<file path="src/admbc_pkg.sv">
// Package for the converter module bus control block.
// Assumes a 25 MHz system clock and an 8-bit, 16-address-line processor bus.
package admbc_pkg;

	// Register offsets from the base address
	localparam logic [1:0] OFF_GAIN_MUX = 2'h0;
	localparam logic [1:0] OFF_CMD_STAT = 2'h1;
	localparam logic [1:0] OFF_DATA_HI  = 2'h2;
	localparam logic [1:0] OFF_DATA_LO  = 2'h3;

	// Gain and mux register fields
	localparam int GAIN_LSB = 6;
	localparam int CHAN_W   = 5;

	// Command register fields
	localparam int CMD_SOFT_START = 0;
	localparam int CMD_EXT_TRIG   = 1;
	localparam int CMD_HALT_EN    = 2;
	localparam int CMD_IRQ_EN     = 3;

	// Status register fields
	localparam int STAT_BUSY = 7;
	localparam int STAT_DONE = 6;

	// Values after reset
	localparam logic [7:0] GAIN_MUX_RST = 8'h00;
	localparam logic [3:0] MODE_RST     = 4'h0;

	// Base address range accepted
	localparam logic [15:0] BASE_MIN = 16'h0500;
	localparam logic [15:0] BASE_MAX = 16'hFD1C;

	// Conversion time and its cycle count at 25 MHz
	localparam int CONV_TIME_NS = 40_000;
	localparam int CLK_PERIOD_NS = 40;
	localparam int CONV_CYCLES  = CONV_TIME_NS / CLK_PERIOD_NS;

	// Converter sequencing states
	typedef enum logic [1:0] {ADMBC_IDLE, ADMBC_START, ADMBC_WAIT} admbc_state_t;

endpackage

</file>
<file path="src/admbc_addr_decode.sv">
// Base address comparator for the converter module.
// Assumes the straps are static levels; the address comes from bus flops.
`timescale 1ns/1ps
`default_nettype none

module admbc_addr_decode (
	// Bus address
	input  wire logic [15:0] busAddr,
	// Strap levels for A15..A11 and A4..A2
	input  wire logic [7:0]  baseStrap,
	// Result
	output logic             hit,
	output logic [1:0]       regSel
);

	logic [7:0] decodedBits;

	always_comb begin
		decodedBits = {busAddr[15:11], busAddr[4:2]};
		// A5..A10 must be zero so that all of A15..A2 take part in the decode
		hit = (decodedBits == baseStrap) && (busAddr[10:5] == 6'h00);
		regSel = busAddr[1:0];
	end

endmodule

`default_nettype wire

</file>
<file path="src/admbc_top.sv">
// Control and bus logic of a 12-bit multichannel analog-to-digital module.
// Assumes the processor bus is synchronous to sys_clk; trigger and converter
// done are asynchronous pins and are synchronised here.
`timescale 1ns/1ps
`default_nettype none

module admbc_top #(
	parameter int CHANNELS = 16
) (
	// Clock and reset
	input  wire logic        sys_clk,
	input  wire logic        rst_n,
	// Processor bus
	input  wire logic [15:0] busAddr,
	input  wire logic [7:0]  busWrData,
	input  wire logic        busWrEn,
	input  wire logic        busRdEn,
	output logic [7:0]       busRdData,
	output logic             busSel,
	// Straps
	input  wire logic [7:0]  baseStrap,
	input  wire logic        twosCompStrap,
	input  wire logic        diffStrap,
	// Converter pins
	input  wire logic        extTrigger,
	input  wire logic        convDone,
	input  wire logic [11:0] convData,
	output logic             convStart,
	output logic [4:0]       muxChannel,
	output logic [1:0]       gainSel,
	// Processor control
	output logic             haltReq,
	output logic             irqReq
);

	////////////////////////////////////////////////////////////////////////
	// Address decode

	logic       hit;
	logic [1:0] regSel;
	logic       baseOk;

	admbc_addr_decode u_dec (
		.busAddr   (busAddr),
		.baseStrap (baseStrap),
		.hit       (hit),
		.regSel    (regSel)
	);

	logic [15:0] strapBase;

	// Base the straps select, with the lines that take no strap at zero
	assign strapBase = {baseStrap[7:3], 6'h00, baseStrap[2:0], 2'b00};
	// A strap set outside the legal window never answers
	assign baseOk = (strapBase >= admbc_pkg::BASE_MIN)
		&& (strapBase <= admbc_pkg::BASE_MAX);
	assign busSel = hit && baseOk;

	////////////////////////////////////////////////////////////////////////
	// Pin synchronisers

	logic [1:0] pinRaw;
	logic [1:0] pinRise;

	// Bit 0 is the trigger pin, bit 1 the converter done pin
	assign pinRaw = {convDone, extTrigger};

	// Two flops against metastability; the third only keeps the last level
	for (genvar p = 0; p < 2; p++) begin : g_pin
		logic stage1_q, stage1_d;
		logic stage2_q, stage2_d;
		logic stage3_q, stage3_d;

		always_comb begin
			stage1_d = pinRaw[p];
			stage2_d = stage1_q;
			stage3_d = stage2_q;
		end

		always_ff @(posedge sys_clk) begin
			if (!rst_n) begin
				stage1_q <= 1'b0;
				stage2_q <= 1'b0;
				stage3_q <= 1'b0;
			end else begin
				stage1_q <= stage1_d;
				stage2_q <= stage2_d;
				stage3_q <= stage3_d;
			end
		end

		assign pinRise[p] = stage2_q && !stage3_q;
	end

	logic trigRise;
	logic doneRise;

	assign trigRise = pinRise[0];
	assign doneRise = pinRise[1];

	////////////////////////////////////////////////////////////////////////
	// Registers and conversion sequencing

	logic [7:0]               gainMux_q, gainMux_d;
	logic [3:0]               mode_q, mode_d;
	logic [11:0]              result_q, result_d;
	logic                     busy_q, busy_d;
	logic                     done_q, done_d;
	logic                     irq_q, irq_d;
	logic                     halt_q, halt_d;
	logic                     start_q, start_d;
	logic [15:0]              timer_q, timer_d;
	admbc_pkg::admbc_state_t  state_q, state_d;

	logic wrHit;
	logic rdHit;
	logic swStart;
	logic startReq;
	logic finish;
	logic [11:0] coded;

	assign wrHit = busSel && busWrEn;
	assign rdHit = busSel && busRdEn;
	assign swStart = wrHit && (regSel == admbc_pkg::OFF_CMD_STAT)
		&& busWrData[admbc_pkg::CMD_SOFT_START];
	// External trigger only counts when its mode bit is set
	assign startReq = mode_q[admbc_pkg::CMD_EXT_TRIG] ? trigRise : swStart;
	// Converter done pin, or the timeout if the converter never answers
	assign finish = doneRise || (timer_q == 16'(admbc_pkg::CONV_CYCLES));
	// Strap flips the MSB for offset binary to two's complement
	assign coded = twosCompStrap ? {~convData[11], convData[10:0]} : convData;

	////////////////////////////////////////////////////////////////////////
	// Channel, gain and mode registers

	localparam logic [4:0] CHAN_MASK = 5'((CHANNELS > 16) ? 31 : 15);

	logic [4:0] chanLimit;
	logic [4:0] muxChan_q, muxChan_d;

	// Differential strap halves the channel count
	assign chanLimit = diffStrap ? (CHAN_MASK >> 1) : CHAN_MASK;

	always_comb begin
		gainMux_d = gainMux_q;
		mode_d    = mode_q;
		if (wrHit && regSel == admbc_pkg::OFF_GAIN_MUX) begin
			gainMux_d = busWrData;
		end
		if (wrHit && regSel == admbc_pkg::OFF_CMD_STAT) begin
			mode_d = busWrData[3:0];
		end
		// Registered so the analog multiplexer never sees a decode glitch
		muxChan_d = gainMux_d[admbc_pkg::CHAN_W-1:0] & chanLimit;
	end

	always_ff @(posedge sys_clk) begin
		if (!rst_n) begin
			gainMux_q <= admbc_pkg::GAIN_MUX_RST;
			mode_q    <= admbc_pkg::MODE_RST;
			muxChan_q <= 5'h00;
		end else begin
			gainMux_q <= gainMux_d;
			mode_q    <= mode_d;
			muxChan_q <= muxChan_d;
		end
	end

	////////////////////////////////////////////////////////////////////////
	// Conversion timer

	// Runs from the start pulse so a silent converter still ends the wait
	always_comb begin
		timer_d = timer_q;
		if (state_q != admbc_pkg::ADMBC_IDLE) begin
			timer_d = timer_q + 16'h0001;
		end else if (startReq) begin
			timer_d = 16'h0000;
		end
	end

	always_ff @(posedge sys_clk) begin
		if (!rst_n) begin
			timer_q <= 16'h0000;
		end else begin
			timer_q <= timer_d;
		end
	end

	////////////////////////////////////////////////////////////////////////
	// Conversion sequencing

	// A start while busy is ignored: only the idle state looks at startReq
	always_comb begin
		result_d  = result_q;
		busy_d    = busy_q;
		done_d    = done_q;
		irq_d     = irq_q;
		halt_d    = halt_q;
		start_d   = 1'b0;
		state_d   = state_q;

		// Status read clears done and interrupt; a new finish below wins
		if (rdHit && regSel == admbc_pkg::OFF_CMD_STAT) begin
			done_d = 1'b0;
			irq_d  = 1'b0;
		end

		unique case (state_q)
			admbc_pkg::ADMBC_IDLE: begin
				if (startReq) begin
					start_d = 1'b1;
					busy_d  = 1'b1;
					halt_d  = mode_d[admbc_pkg::CMD_HALT_EN];
					state_d = admbc_pkg::ADMBC_START;
				end
			end
			admbc_pkg::ADMBC_START: begin
				state_d = admbc_pkg::ADMBC_WAIT;
			end
			admbc_pkg::ADMBC_WAIT: begin
				if (finish) begin
					result_d = coded;
					busy_d   = 1'b0;
					done_d   = 1'b1;
					halt_d   = 1'b0;
					irq_d    = mode_q[admbc_pkg::CMD_IRQ_EN];
					state_d  = admbc_pkg::ADMBC_IDLE;
				end
			end
		endcase
	end

	always_ff @(posedge sys_clk) begin
		if (!rst_n) begin
			result_q  <= 12'h000;
			busy_q    <= 1'b0;
			done_q    <= 1'b0;
			irq_q     <= 1'b0;
			halt_q    <= 1'b0;
			start_q   <= 1'b0;
			state_q   <= admbc_pkg::ADMBC_IDLE;
		end else begin
			result_q  <= result_d;
			busy_q    <= busy_d;
			done_q    <= done_d;
			irq_q     <= irq_d;
			halt_q    <= halt_d;
			start_q   <= start_d;
			state_q   <= state_d;
		end
	end

	////////////////////////////////////////////////////////////////////////
	// Outputs

	assign muxChannel = muxChan_q;
	assign gainSel   = gainMux_q[admbc_pkg::GAIN_LSB +: 2];
	assign convStart = start_q;
	assign haltReq   = halt_q;
	assign irqReq    = irq_q;

	logic [7:0] rdMux_q, rdMux_d;

	always_comb begin
		unique case (regSel)
			admbc_pkg::OFF_GAIN_MUX: rdMux_d = gainMux_q;
			admbc_pkg::OFF_CMD_STAT: rdMux_d = {busy_q, done_q, 2'b00, mode_q};
			admbc_pkg::OFF_DATA_HI:  rdMux_d = {4'h0, result_q[11:8]};
			admbc_pkg::OFF_DATA_LO:  rdMux_d = result_q[7:0];
		endcase
		if (!rdHit) begin
			rdMux_d = 8'h00;
		end
	end

	always_ff @(posedge sys_clk) begin
		if (!rst_n) begin
			rdMux_q <= 8'h00;
		end else begin
			rdMux_q <= rdMux_d;
		end
	end

	assign busRdData = rdMux_q;

endmodule

`default_nettype wire

</file>
<file path="config.mk">
export PLATFORM = sky130hd
export DESIGN_NAME = admbc_top
export DESIGN_NICKNAME = d
export VERILOG_FILES = /design/src/admbc_pkg.sv /design/src/admbc_addr_decode.sv /design/src/admbc_top.sv
export SDC_FILE = /design/constraint.sdc
export NUM_CORES = 1
export LEC_CHECK = 0
export BUFFER_PORTS_ARGS = -buffer_cell sky130_fd_sc_hd__buf_2
export CAP_MARGIN = 20
export CORE_UTILIZATION = 46
export DETAILED_ROUTE_END_ITERATION = 10
export GPL_TIMING_DRIVEN = 0
export PLACE_DENSITY = 0.77
export SYNTH_ARGS = -nofsm -noshare
export SYNTH_HDL_FRONTEND = slang
export SYNTH_HIERARCHICAL = 1
export SYNTH_SLANG_ARGS = --single-unit
</file>
<file path="constraint.sdc">
create_clock -name sys_clk -period 2.5 [get_ports sys_clk]
set_input_delay 0.375 -clock sys_clk [delete_from_list [all_inputs] [get_ports sys_clk]]
set_output_delay 0.375 -clock sys_clk [all_outputs]
set_load 0.02 [all_outputs]
</file>
==> results.toml <==
[status]
status = "finished clean"

[clocking]
cts_tree = "built"
cts_buffers = 9
insertion_delay_ns = 0.35
htreeDepth = 3
cts-root-buf = "clkbuf_8"
clockBufferDepth = 2
cts_num_sinks = 62
clk_pin_slew_worst_paths_ns = 0.07
postCtsSetupRepairBufs = 0

[routing]
drt-total-wl_um = 7390
vias = 2748
wire_per_inst_um = 15.0
first_pass_iters = 5
via_per_inst = 5.57
drt-initial-drc-count = 187
drc = 0
ant_nets = 0

[synthesis]
syn_avg_cell_area_um2 = 9.09
netlist_area_um2 = 3050
synth-edff-count = 0
seq_area_frac_synth_pct = 40.7
yosysWarnings = 6
synthesis.nets = 392
syn_inst = 335
synth-seq-cells = 62
ys_types = 54
synth_ff_type = "dfxtp_1"
async_flop_share_pct = 0

[sta]
max_freq_mhz = 453
setup_violations = 0
hold_viol_final = 0
rsz0062_at_grt = "false"
fin_skew_ns = 0.0105
final_max_slew_viol_count = 0
fin_crit_sh_pct = 88.2
worstMarginPinSlew_ns = 0.664
whs_ns = 0.208
max-slew-margin-rel_pct = 55.8
min_period_ns = 2.21
setup_ws_ns = 0.294
fin_tns_setup_ns = 0

[setup_path]
cp_slowest_cell = "a2111oi_2"
r2r_cells = 6
crit_top_cell = "nor4_2"
worstPathArrival_ns = 2.50
crit_path_start = "busAddr[6]"
critPathLaunchType = "input pin"
required_ns = 2.80
r2r_setup_slack_ns = 0.39
cp-endpoint = "busy_q"
rr_startpoint = "timer_q[2]"
max_stage_delay_ns = 0.48
setup.worst_path.end_class = "flip-flop"
critical_path_class = "in -> reg"
worstReg2RegEnd = "result_q[4]"
crit_chain = "buf_2, nor4_2, nand4_1, nor4_2, and2_1, o211ai_4, a2111oi_2, a311o_1"
critPathMaxFanout = 10

[cells_and_area]
layout.area.seq_um2 = 1240
multi_input_area_um2 = 1630
area_growth_pct = 20.3
layout-drive-gt1-share_pct = 25.7
final_nets = 468
antennaDiodeCount = 0
n_fill_cell = 569
fin_area_um2 = 3670

[hold_path]
min_path_type = "in -> reg"

[pwr]
p_leak_nw = 1.54
seq_power_share_pct = 45.8
p_clk_share_pct = 38.3
power_mw = 2.25
cellPowerDensity_nw_per_um2 = 614
p_int_mw = 1.60
vdd_drop_max_mv = 0.473
p_sw_share_pct = 29.0
p_comb_share_pct = 15.9
p_sw_mw = 0.654

[placement]
preCtsSetupSlack_ns = -0.306
gp_congestion = 0.872
placed_cell_area_um2 = 3470
place.port_buffers = 66
dp_hpwl_um = 5340

[floorplanning]
rows = 29
start_util_pct = 47.7
core_area_um2 = 6390
die_area_um2 = 6950
io_pins = 71
die_w_um = 83.4
die_h_um = 83.4

[global_route]
grt_max_degree = 12
grt_pass1_wl_um = 12200
antenna_found_initial = 0
track_usage_pct = 22.2
grt-ovfl-total = 0
first_global_vias = 2625

[flow_run]
cap_viol_max_count = 0
==> state kept, by name, summed over array words and instances, names as in the netlist <==
signal and flops:
timer_q 16, result_q 12, busRdData 8, gainMux_q 8
mode_q 4, g_pin.stage1_q 2, g_pin.stage2_q 2, g_pin.stage3_q 2
state_q 2, busy_q 1, convStart 1, done_q 1
haltReq 1, irqReq 1, muxChannel 1
==> cell type report <==
class / count / share of cell area (%)
Multi-Input combinational cell: 236 / 44.5
Sequential cell: 62 / 33.9
Timing Repair Buffer: 66 / 9.01
Buffer: 25 / 3.69
Clock buffer: 10 / 3.48
Tap cell: 77 / 2.63
Clock inverter: 6 / 1.71
Inverter: 11 / 1.13
==> through the flow <==
stage / cells / utilization [%]
floorplan: 335 / -
global placement: 478 / 54.4
detailed placement: 478 / 54.4
CTS: 494 / 57.4
global route: 493 / 57.4
finish: 493 / 57.4
==> power groups by stage <==
stage / Combinational [mW] / Sequential [mW] / Clock (mW)
finish: 0.358 / 1.03 / 0.863
global route: 0.399 / 1.04 / 0.909
CTS: 0.348 / 1.03 / 0.867
detailed placement: 0.342 / 1.05 / 0
global placement: 0.339 / 1.05 / 0
floorplan: 0.230 / 1.05 / 0
==> critical path: cells and delay by family <==
kind	cells	cell delay, ns
simple gates	4	1.15
compound gates	3	0.87
buf+inv	1	0.10
==> cells in the final DEF, fill, tap and decap left out, types with 4 or more instances in the layout <==
cell type and instances:
clkbuf_8 9, dfxtp_1 62, nor2_1 28, nor2b_1 6, mux4_2 4, nor3_1 6, ha_1 5, xnor2_1 8
a21oi_1 8, a31oi_1 9, buf_4 9, mux2i_1 29, and2_1 8, nand3_1 14, o21ai_0 11, nand4_1 11
nand2_1 40, nand2b_1 5, buf_2 66, clkbuf_1 15, inv_1 11
==> how the worst min path moves through the flow <==
stage | from | end | slack, ns | cells past startpoint
floorplan | g_pin[0].stage1_q | g_pin[0].stage2_q | 0.41 | 1
CTS | diffStrap | muxChannel[3] | 0.20 | 2
global route | diffStrap | muxChannel[3] | 0.21 | 2
global placement | g_pin[0].stage1_q | g_pin[0].stage2_q | 0.42 | 1
finish | diffStrap | muxChannel[3] | 0.21 | 2
detailed placement | g_pin[1].stage1_q | g_pin[1].stage2_q | 0.42 | 1
==> synthesized netlist by cell type, drive strengths merged (4+ instances only) <==
master | instances | share of area, %
a21oi | 8 | 1.3
xnor2 | 8 | 2.3
and2 | 8 | 1.6
ha | 5 | 2.1
mux2i | 29 | 9.5
dfxtp | 62 | 41
nand4 | 11 | 2.3
nand2b | 5 | 1.0
nand2 | 40 | 4.9
a31oi | 9 | 1.8
buf | 11 | 2.7
o211ai | 5 | 2.3
clkbuf | 15 | 1.8
nor3 | 6 | 0.99
nor2b | 6 | 1.2
nand3 | 14 | 2.3
nor2 | 28 | 3.4
inv | 11 | 1.4
o21ai | 11 | 1.8
mux4 | 4 | 3.0
==> metal layers <==
| layer | GRT usage, % | part of all wire (%) | vias up |
|---|---|---|---|
| met3 | 5.86 | 7.7 | 7 |
| met4 | 7.52 | 0.97 | 0 |
| met1 | 28.2 | 44 | 1292 |
| li1 | - | - | 1340 |
| met2 | 36.4 | 48 | 109 |
| met5 | 0 | 0 | - |
==> timing repair <==
action	4_1_cts	5_1_grt
endpoints found under the setup margin	0	1
gates resized for setup	0	2
hold buffers	0	0
==> cell families (layout without fill, tap and decap cells) <==
family          Yosys count  in the layout  synth area share [%]
buf+inv                  37            118                  5.91
flops                    62             62                  40.7
xor+xnor                 10             10                  2.87
other cells               1              1                 0.123
compound gates           50             50                  12.2
mux                      34             34                  12.9
fa+ha+maj                 5              5                  2.05
simple gates            136            136                  23.2
(Power assumes the default switching activity.)
